==> src/fsps_pkg.sv <==
// Package for the frame and multiframe sync pulse shaper.
// Assumes a 32-bit AHB-Lite bus with one register per aligned word.
package fsps_pkg;

  // Register byte addresses.
  localparam logic [7:0] CFG_ADDR    = 8'h00;
  localparam logic [7:0] STATUS_ADDR = 8'h04;

  // Field positions in the sync pulse configuration register.
  localparam int SRC_SEL_BIT  = 7;
  localparam int FS_INV_BIT   = 3;
  localparam int FS_PULSE_BIT = 2;
  localparam int MF_INV_BIT   = 1;
  localparam int MF_PULSE_BIT = 0;

  // Reset value and the mask of implemented bits; bits 6..4 read zero.
  localparam logic [7:0] CFG_RESET = 8'h00;
  localparam logic [7:0] CFG_MASK  = 8'h8f;

  // Status register field positions.
  localparam int ST_FS_BIT  = 0;
  localparam int ST_MF_BIT  = 1;
  localparam int ST_C8_BIT  = 2;
  localparam int ST_C2_BIT  = 3;
  localparam int ST_O3_BIT  = 4;

  // Width of the register data and of the decoded address.
  localparam int REG_W  = 8;
  localparam int ADDR_W = 8;

  // Types.
  typedef enum logic [1:0] {
    FSPS_IDLE,
    FSPS_ARMED,
    FSPS_HIGH
  } fsps_pulse_t;

endpackage : fsps_pkg

==> src/fsps_shaper.sv <==
// One sync output shaper: square wave or one output_three period pulse.
// Assumes the reference and output_three edge are already synchronised.
`timescale 1ns/10ps
module fsps_shaper (
  input  wire logic hclk,      // System clock.
  input  wire logic hresetn,   // Asynchronous reset, active low.
  input  wire logic ce,        // Clock enable, freezes state when low.
  input  wire logic ref_in,    // Selected synchronised reference wave.
  input  wire logic o3_rise,   // One-cycle mark of an output_three edge.
  input  wire logic pulsed,    // High selects the narrow pulse.
  input  wire logic invert,    // High inverts the output.
  output logic      sync_out   // Shaped sync output, registered.
);

  fsps_pkg::fsps_pulse_t st_r, st_nxt;
  logic ref_d_r, ref_d_nxt;
  logic out_r, out_nxt;
  logic wave;

  // The pulse waits for the next output_three edge after the reference
  // rises, then stays high for exactly one output_three period.
  always_comb begin
    ref_d_nxt = ref_in;
    st_nxt    = st_r;
    unique case (st_r)
      fsps_pkg::FSPS_IDLE: begin
        if (ref_in && !ref_d_r) begin
          st_nxt = fsps_pkg::FSPS_ARMED;
        end
      end
      fsps_pkg::FSPS_ARMED: begin
        if (o3_rise) begin
          st_nxt = fsps_pkg::FSPS_HIGH;
        end
      end
      fsps_pkg::FSPS_HIGH: begin
        if (o3_rise) begin
          st_nxt = fsps_pkg::FSPS_IDLE;
        end
      end
      default: st_nxt = fsps_pkg::FSPS_IDLE;
    endcase
    wave    = pulsed ? (st_r == fsps_pkg::FSPS_HIGH) : ref_in;
    out_nxt = wave ^ invert;
  end

  // State registers, frozen while the clock enable is low.
  always_ff @(posedge hclk or negedge hresetn) begin
    if (!hresetn) begin
      st_r    <= fsps_pkg::FSPS_IDLE;
      ref_d_r <= 1'b0;
      out_r   <= 1'b0;
    end else if (ce) begin
      st_r    <= st_nxt;
      ref_d_r <= ref_d_nxt;
      out_r   <= out_nxt;
    end
  end

  assign sync_out = out_r;

  // A pulse never lasts beyond the output_three edge that ends it.
  chk_pulse_end: assert property (
    @(posedge hclk) disable iff (!hresetn)
    ce && st_r == fsps_pkg::FSPS_HIGH && o3_rise |=>
      st_r == fsps_pkg::FSPS_IDLE)
    else $error("pulse did not end at output_three edge");

endmodule : fsps_shaper

==> src/fsps_top.sv <==
// Frame sync and multiframe sync shaping with an AHB-Lite config port.
// Assumes DPLL waves and output_three arrive asynchronously on pins.
`timescale 1ns/10ps
module fsps_top (
  input  wire logic        hclk,                // System clock, 50 MHz.
  input  wire logic        hresetn,             // Async reset, active low.
  input  wire logic        ce,                  // Clock enable.
  input  wire logic        hsel,                // Slave select.
  input  wire logic [31:0] haddr,               // Byte address.
  input  wire logic [1:0]  htrans,              // Transfer type.
  input  wire logic        hwrite,              // Write when high.
  input  wire logic [2:0]  hsize,               // Transfer size.
  input  wire logic [31:0] hwdata,              // Write data.
  input  wire logic        hready,              // Bus ready in.
  output logic      [31:0] hrdata,              // Read data.
  output logic             hreadyout,           // Slave ready.
  output logic             hresp,               // Always OKAY.
  input  wire logic        primary_8k_in,       // Primary DPLL 8 kHz.
  input  wire logic        primary_2k_in,       // Primary DPLL 2 kHz.
  input  wire logic        auxiliary_8k_in,     // Auxiliary DPLL 8 kHz.
  input  wire logic        auxiliary_2k_in,     // Auxiliary DPLL 2 kHz.
  input  wire logic        output_three_in,     // output_three clock.
  output logic             frame_sync_out,      // Shaped 8 kHz sync.
  output logic             multiframe_sync_out, // Shaped 2 kHz sync.
  output logic             clk_8k_out,          // 8 kHz to clock outputs.
  output logic             clk_2k_out           // 2 kHz to clock outputs.
);

  // Synchroniser stages for the five pin inputs.
  logic [4:0] meta_r, meta_nxt;
  logic [4:0] sync_r, sync_nxt;
  logic       o3_d_r, o3_d_nxt;
  logic       o3_rise;

  // Bus slave state.
  logic [fsps_pkg::REG_W-1:0]  cfg_r, cfg_nxt;
  logic                        wr_pend_r, wr_pend_nxt;
  logic [fsps_pkg::ADDR_W-1:0] wr_addr_r, wr_addr_nxt;
  logic [31:0]                 rdata_r, rdata_nxt;
  logic                        ready_r, ready_nxt;

  // Selected waves and registered clock outputs.
  logic sel8, sel2;
  logic c8_r, c8_nxt;
  logic c2_r, c2_nxt;
  logic fs_w, mf_w;
  logic addr_ok;
  logic [fsps_pkg::ADDR_W-1:0] a_addr;

  // Two-flop synchronisers; only the second stage is read by logic.
  always_comb begin
    meta_nxt = {output_three_in, auxiliary_2k_in, auxiliary_8k_in,
                primary_2k_in, primary_8k_in};
    sync_nxt = meta_r;
    o3_d_nxt = sync_r[4];
  end

  always_ff @(posedge hclk or negedge hresetn) begin
    if (!hresetn) begin
      meta_r <= 5'h00;
      sync_r <= 5'h00;
      o3_d_r <= 1'b0;
    end else if (ce) begin
      meta_r <= meta_nxt;
      sync_r <= sync_nxt;
      o3_d_r <= o3_d_nxt;
    end
  end

  assign o3_rise = sync_r[4] && !o3_d_r;

  // Source selection for both sync outputs and the clock outputs.
  assign sel8 = cfg_r[fsps_pkg::SRC_SEL_BIT] ? sync_r[2]
                                             : sync_r[0];
  assign sel2 = cfg_r[fsps_pkg::SRC_SEL_BIT] ? sync_r[3]
                                             : sync_r[1];

  // Address decode of a valid transfer in its address phase.
  assign a_addr  = haddr[fsps_pkg::ADDR_W-1:0];
  assign addr_ok = hsel && htrans[1] && hready;

  // Bus slave: zero wait states, write data taken in the data phase,
  // read data prepared at the address phase so it comes from a flop.
  always_comb begin
    cfg_nxt     = cfg_r;
    wr_pend_nxt = 1'b0;
    wr_addr_nxt = wr_addr_r;
    rdata_nxt   = rdata_r;
    ready_nxt   = 1'b1;
    c8_nxt      = sel8;
    c2_nxt      = sel2;
    if (wr_pend_r && wr_addr_r == fsps_pkg::CFG_ADDR) begin
      cfg_nxt = hwdata[fsps_pkg::REG_W-1:0] & fsps_pkg::CFG_MASK;
    end
    if (addr_ok) begin
      wr_pend_nxt = hwrite;
      wr_addr_nxt = a_addr;
      rdata_nxt   = 32'h0000_0000;
      if (!hwrite) begin
        if (a_addr == fsps_pkg::CFG_ADDR) begin
          // A read right behind a write sees the value being written.
          rdata_nxt[fsps_pkg::REG_W-1:0] = cfg_nxt;
        end else if (a_addr == fsps_pkg::STATUS_ADDR) begin
          rdata_nxt[fsps_pkg::ST_FS_BIT] = fs_w;
          rdata_nxt[fsps_pkg::ST_MF_BIT] = mf_w;
          rdata_nxt[fsps_pkg::ST_C8_BIT] = c8_r;
          rdata_nxt[fsps_pkg::ST_C2_BIT] = c2_r;
          rdata_nxt[fsps_pkg::ST_O3_BIT] = sync_r[4];
        end
      end
    end
  end

  always_ff @(posedge hclk or negedge hresetn) begin
    if (!hresetn) begin
      cfg_r     <= fsps_pkg::CFG_RESET;
      wr_pend_r <= 1'b0;
      wr_addr_r <= 8'h00;
      rdata_r   <= 32'h0000_0000;
      ready_r   <= 1'b0;
      c8_r      <= 1'b0;
      c2_r      <= 1'b0;
    end else if (ce) begin
      cfg_r     <= cfg_nxt;
      wr_pend_r <= wr_pend_nxt;
      wr_addr_r <= wr_addr_nxt;
      rdata_r   <= rdata_nxt;
      ready_r   <= ready_nxt;
      c8_r      <= c8_nxt;
      c2_r      <= c2_nxt;
    end
  end

  assign hrdata     = rdata_r;
  assign hreadyout  = ready_r;
  assign hresp      = 1'b0;
  assign clk_8k_out = c8_r;
  assign clk_2k_out = c2_r;

  // Frame sync shaper on the selected 8 kHz wave.
  fsps_shaper u_frame (
    .hclk     (hclk),
    .hresetn  (hresetn),
    .ce       (ce),
    .ref_in   (sel8),
    .o3_rise  (o3_rise),
    .pulsed   (cfg_r[fsps_pkg::FS_PULSE_BIT]),
    .invert   (cfg_r[fsps_pkg::FS_INV_BIT]),
    .sync_out (fs_w)
  );

  // Multiframe sync shaper on the selected 2 kHz wave.
  fsps_shaper u_multi (
    .hclk     (hclk),
    .hresetn  (hresetn),
    .ce       (ce),
    .ref_in   (sel2),
    .o3_rise  (o3_rise),
    .pulsed   (cfg_r[fsps_pkg::MF_PULSE_BIT]),
    .invert   (cfg_r[fsps_pkg::MF_INV_BIT]),
    .sync_out (mf_w)
  );

  assign frame_sync_out      = fs_w;
  assign multiframe_sync_out = mf_w;

  // Clock output follows the wave of the selected DPLL one cycle later.
  chk_src_select: assert property (
    @(posedge hclk) disable iff (!hresetn)
    ce && $past(ce) && $stable(cfg_r) |->
      clk_8k_out == ($past(cfg_r[7]) ? $past(sync_r[2]) : $past(sync_r[0])))
    else $error("8 kHz clock output not from selected DPLL");

  // Square mode frame sync is the selected wave with the chosen polarity.
  chk_fs_invert: assert property (
    @(posedge hclk) disable iff (!hresetn)
    ce && $past(ce) && $stable(cfg_r) && !cfg_r[2] |->
      frame_sync_out == ($past(sel8) ^ cfg_r[3]))
    else $error("frame sync polarity wrong");

  // In pulsed mode frame sync changes only two cycles after an o3 edge.
  // The output lags the register by one cycle, so the configuration
  // must have held for two cycles before a change is judged.
  chk_fs_pulse_edge: assert property (
    @(posedge hclk) disable iff (!hresetn)
    ce && $past(ce) && $past(ce, 2) && $stable(cfg_r)
      && cfg_r == $past(cfg_r, 2) && cfg_r[2]
      && $changed(frame_sync_out) |-> $past(o3_rise, 2))
    else $error("frame sync pulse edge not on output_three edge");

  // A non-inverted frame pulse rises then falls on consecutive o3 edges.
  chk_fs_pulse_width: assert property (
    @(posedge hclk) disable iff (!hresetn)
    ce && cfg_r[2] && !cfg_r[3] && $rose(frame_sync_out) |=>
      (frame_sync_out || $past(o3_rise, 2)))
    else $error("frame sync pulse ended early");

  // Square mode multiframe sync is the selected wave with its polarity.
  chk_mf_invert: assert property (
    @(posedge hclk) disable iff (!hresetn)
    ce && $past(ce) && $stable(cfg_r) && !cfg_r[0] |->
      multiframe_sync_out == ($past(sel2) ^ cfg_r[1]))
    else $error("multiframe sync polarity wrong");

  // In pulsed mode multiframe sync moves only after an o3 edge, judged
  // once the configuration has held for two cycles.
  chk_mf_pulse_edge: assert property (
    @(posedge hclk) disable iff (!hresetn)
    ce && $past(ce) && $past(ce, 2) && $stable(cfg_r)
      && cfg_r == $past(cfg_r, 2) && cfg_r[0]
      && $changed(multiframe_sync_out) |-> $past(o3_rise, 2))
    else $error("multiframe pulse edge not on output_three edge");

  // Configuration reads zero while reset is applied.
  chk_cfg_reset: assert property (@(posedge hclk)
    !hresetn |-> cfg_r == 8'h00)
    else $error("config not zero in reset");

endmodule : fsps_top

==> config.mk <==
export PLATFORM = sky130hd
export DESIGN_NAME = fsps_top
export DESIGN_NICKNAME = d
export VERILOG_FILES = /design/src/fsps_pkg.sv /design/src/fsps_shaper.sv /design/src/fsps_top.sv
export SDC_FILE = /design/constraint.sdc
export NUM_CORES = 1
export LEC_CHECK = 0
export ABC_AREA = 1
export BUFFER_PORTS_ARGS = -buffer_cell sky130_fd_sc_hd__buf_4
export CAP_MARGIN = 20
export CORE_ASPECT_RATIO = 1.5
export CORE_MARGIN = 8
export CORE_UTILIZATION = 50
export DETAILED_ROUTE_END_ITERATION = 12
export GPL_TIMING_DRIVEN = 0
export PLACE_DENSITY = 0.89
export SYNTH_ARGS = -nofsm -noshare
export SYNTH_HDL_FRONTEND = slang
export SYNTH_HIERARCHICAL = 1
export SYNTH_SLANG_ARGS = --single-unit
==> constraint.sdc <==
create_clock -name hclk -period 2.5 [get_ports hclk]
set_input_delay 0.5 -clock hclk [delete_from_list [all_inputs] [get_ports hclk]]
set_output_delay 0.5 -clock hclk [all_outputs]
set_load 0.1 [all_outputs]
**Word level (Yosys, flattened, before mapping)**

Cells that the tools add are included.

- Register bits: 45
- Logic and storage cells: 59

- Multiplexer cells: 16
- Eq/ne operators: 11
- Bitwise logic cells: 2
- Reductions and logical operators: 16

Operators with widths:

| kind | count |
|---|---|
| $logic_not 8->1 | 2 |
| $mux 8 | 2 |
| $pmux 2 s3 | 2 |
| $mux 5 | 2 |
| $eq 8x3->1 const B | 1 |
| $mux 2 | 4 |
| $ne 2x2->1 const B | 4 |
| $reduce_and 4->1 | 2 |
| $logic_and 1x1->1 | 6 |
| $mux 1 | 5 |
| $eq 2x1->1 const B | 2 |
| $eq 2x2->1 const B | 2 |
| $logic_not 2->1 | 2 |
| $ne 2x1->1 const B | 2 |
| $logic_not 1->1 | 3 |
| $mux 3 | 1 |
| $reduce_and 2->1 | 1 |
| $xor 1x1->1 | 2 |

**Depth between registers and ports, before layout**

- Depth after elaboration: 5
- Mapped depth: 8
- Depth with buffers taken out: 8

**By module**

Netlist, hierarchy kept.

Modules (own cells, without submodules):

| module | area an instance (µm²) | seq. area each (µm²) | instances | cells an instance |
|---|---|---|---|---|
| fsps_top | 2,057.0 | 975.9 | 1 | 255 |
| fsps_shaper | 236.5 | 100.1 | 2 | 35 |

**Worst setup path before layout**

No wires, ideal clock.

- Kind: register -> output
- Start point: reg c2_r, in the netlist clk_2k_out
- End point: out clk_2k_out
- Stages on the path, launching flop included: 1
- Required time: 2,000 ps
- Buffers on the path: 0
- Data arrival time: 912 ps
- Slack: 1,088 ps
- Cell sequence: dfrtp_1

RTL lines:

| item | line | text |
|---|---|---|
| from (decl) | fsps_top.sv:45 | `logic c2_r, c2_nxt;` |
| from (signal assigned) | fsps_top.sv:130 | `c2_r <= c2_nxt;` |
| to (decl) | fsps_top.sv:26 | `output logic clk_2k_out` |

No word-level cell between the ends.

**Final worst setup path**

- Start point: reg cfg_r[7] in the netlist's numbering
- End point: reg u_multi.st_r[1]

- Word-level cells in the longest chain between the ends: 4

RTL lines:

| item | line | text |
|---|---|---|
| from (decl) | fsps_top.sv:36 | `logic [fsps_pkg::REG_W-1:0] cfg_r, cfg_nxt;` |
| from (signal assigned) | fsps_top.sv:116 | `cfg_r <= fsps_pkg::CFG_RESET;` |
| from (signal assigned) | fsps_top.sv:124 | `cfg_r <= cfg_nxt;` |
| $mux 1 | fsps_top.sv:75 | `assign sel2 = cfg_r[fsps_pkg::SRC_SEL_BIT] ? sync_r[3]` |
| net c2_nxt | fsps_top.sv:45 |  |
| $logic_and 1x1->1 | fsps_shaper.sv:27 | `if (ref_in && !ref_d_r) begin` |
| $ne 2x1->1 (no source line) | n/a |  |
| $reduce_and 4->1 (no source line) | n/a |  |
| to (signal assigned) | fsps_shaper.sv:50 | `st_r <= fsps_pkg::FSPS_IDLE;` |
| to (signal assigned) | fsps_shaper.sv:54 | `st_r <= st_nxt;` |
| to (decl) | fsps_shaper.sv:15 | `fsps_pkg::fsps_pulse_t st_r, st_nxt;` |

The timed path passes the listed nets, and every way through them passes these cells.
A chain may end at the register's enable or synchronous reset.

==> metrics.cfg <==
[layout]
synthToLayoutAreaGrowth_pct = 21.2
final_cells = 460
layout-drive-gt1-share = 0.231
final_common_cell = nand2_1
finalNetCount = 473
antenna_cells = 0
final_cell_mix = nand2_1, buf_4, dfrtp_1, inv_1, nand3_1

[run_status]
status = completed

[worst_setup_path]
worstPathRequired_ps = 2680
cp-end-kind = flip-flop
cp_top_family = compound AO/OA/AOI/OAI gates
cp_slowest_cell = o21ai_0
arrival_ps = 1760
critPathKind = flip-flop to flip-flop
path_cells = o21ai_0, nand3_1, nand2_1, nand2_2, nand2_1, nand2_1
critPathMaxStageDelay_ps = 530
reg2regPathDepth = 6
path_depth = 6
cp_num_buf_inv = 0
critPathLaunchType = flip-flop
cp_max_fo = 6
path_common_cell = nand2_1

[timing]
rsz0062_at_grt = no
slew_headroom = 0.594
setup_viol = 0
tns_ps = 0
fin_hold_ws_ps = 190
max_freq_mhz = 635
hold_viol_final = 0
finClkSkew_ps = 13.3
worst_slack_ps = 925
tightestPinTransition_ps = 603
slew_violations = 0
period_share = 0.630
finalCriticalPeriod_ps = 1570

[yosys]
synth_top_cell_area_share = 0.465
ys_seq_elements = 47
syn_area_um2 = 2530
synth_largest_area_cell = dfrtp_1
synth_area_leaders = dfrtp_1, nand2_1, buf_4
yosysSeqAreaShare = 0.465
syn_avg_cell_area_um2 = 7.78
synth.distinct_cells = 23
yosys_warnings = 6
syn_inst = 325

[placement]
portBuffers = 37
place_ws_ps = 899
globalplace.congestion = 0.801
numPlacedInstances = 452
hpwl_um = 4270

[global_route]
first_global_vias = 2092
antenna_found_initial = 0
grt_max_degree = 48
overflow = 0
grt_util_all_layers = 0.148
grt_pass1_wl_um = 8910

[floorplan]
pin_count = 118
die-area_um2 = 7640
num_rows = 31
die_h_um = 103
die_w_um = 74.1
core_region_area_um2 = 4850
start_util = 0.522

[routing]
wirelength_um = 5310
route.antenna.remaining_nets = 0
drt_first_iter_violations = 111
drc_errors = 0
wl_per_cell_um = 11.5
via_per_inst = 4.62
vias = 2124
first_pass_iters = 4

[power]
power.static_leakage_uw = 0.00174
peakVddDrop_uv = 453
powerDensity_nw_per_um2 = 651

[clocking]
clk_pin_slew_ps = 90
clk_latency_ps = 300
cts_hold_buf = 0
post_cts_buffers = 0
clockBufferDepth = 2
numCtsBuffers = 5
cts_resized = 0
cts_root_buffer = clkbuf_8
cts.htree.levels = 2
cts_tree = yes
cts.sinks = 47

[job]
maxCapViolCount = 0

[worst_hold_path]
min_path_type = primary input to asynchronous set/reset pin

state kept, by name, indices dropped and copies added, names as in the netlist:
register          cells
clk_8k_out            1
u_multi/ref_d_r       1
clk_2k_out            1
cfg_r                 8
u_frame/sync_out      1
hrdata                8
hreadyout             1
wr_addr_r             8
u_frame/ref_d_r       1
meta_r                5
u_frame/st_r          2
wr_pend_r             1
u_multi/sync_out      1
sync_r                5
u_multi/st_r          2
o3_d_r                1
logic make-up after synthesis:
logic type / count (synthesis) / synth area share
AOI/OAI and AO/OA: 25 / 0.0608
other: 1 / 0.00148
buffers and inverters: 77 / 0.158
and+or+nand+nor: 175 / 0.315
DFF: 47 / 0.465
final cells by class:
class                      count  area [µm²]
fill                         436        1780
sequential                    47        1180
multi-input combinational    225        1040
timing repair buffer          37         278
buffer                        30         223
inverter                      47         176
tap                           66        82.6
clock buffer                   6        72.6
clock inverter                 2        12.5
routing by layer:
layer / track usage / vias to the layer above / part of all wire
li1: - / 1077 / -
met1: 0.151 / 981 / 0.36
met2: 0.262 / 57 / 0.54
met3: 0.0370 / 9 / 0.074
met4: 0.0927 / 0 / 0.026
met5: 0 / - / 0
worst register-to-register path, stage by stage, from the launching register on:
cell and delay (ps):
dfrtp_1 440, o21ai_0 530, nand3_1 180, nand2_1 140, nand2_2 60, nand2_1 50, nand2_1 50
synthesized netlist by cell type (all sizes together):
cell type	number
nor2	27
nor3	1
conb	1
nand3	29
or2	1
nand2	113
o21ai	21
buf	28
inv	47
dfrtp	47
clkbuf	2
nand3b	4
o21bai	4
through the flow:
stage / util / power [µW] / instance area (µm²)
2_1_floorplan: - / 1420 / 2620
3_3_place_gp: 0.615 / 1530 / 2980
3_5_place_dp: 0.615 / 1560 / 2980
4_1_cts: 0.632 / 2000 / 3070
5_1_grt: 0.632 / 2100 / 3070
6_report: 0.632 / 2000 / 3070
report_power, final:
group	internal (µW)	leakage, µW	switching (µW)	total (µW)
clock network	196	0.0000412	252	448
logic	165	0.00109	472	637
registers	848	0.000609	64.1	912
total	1210	0.00174	788	2000
worst paths after layout:
kind                                 start         endpoint  slack (ps)
max                               cfg_r[7]  u_multi/st_r[1]         930
min                                hresetn        hrdata[6]         190
max reg2reg                       cfg_r[7]  u_multi/st_r[1]         930
min reg2reg                      hreadyout        hreadyout         470
max in group asynchronous          hresetn       clk_2k_out        1910
min in group hclk          output_three_in        meta_r[4]         400
Note: power is estimated with default switching activity, not from simulation.
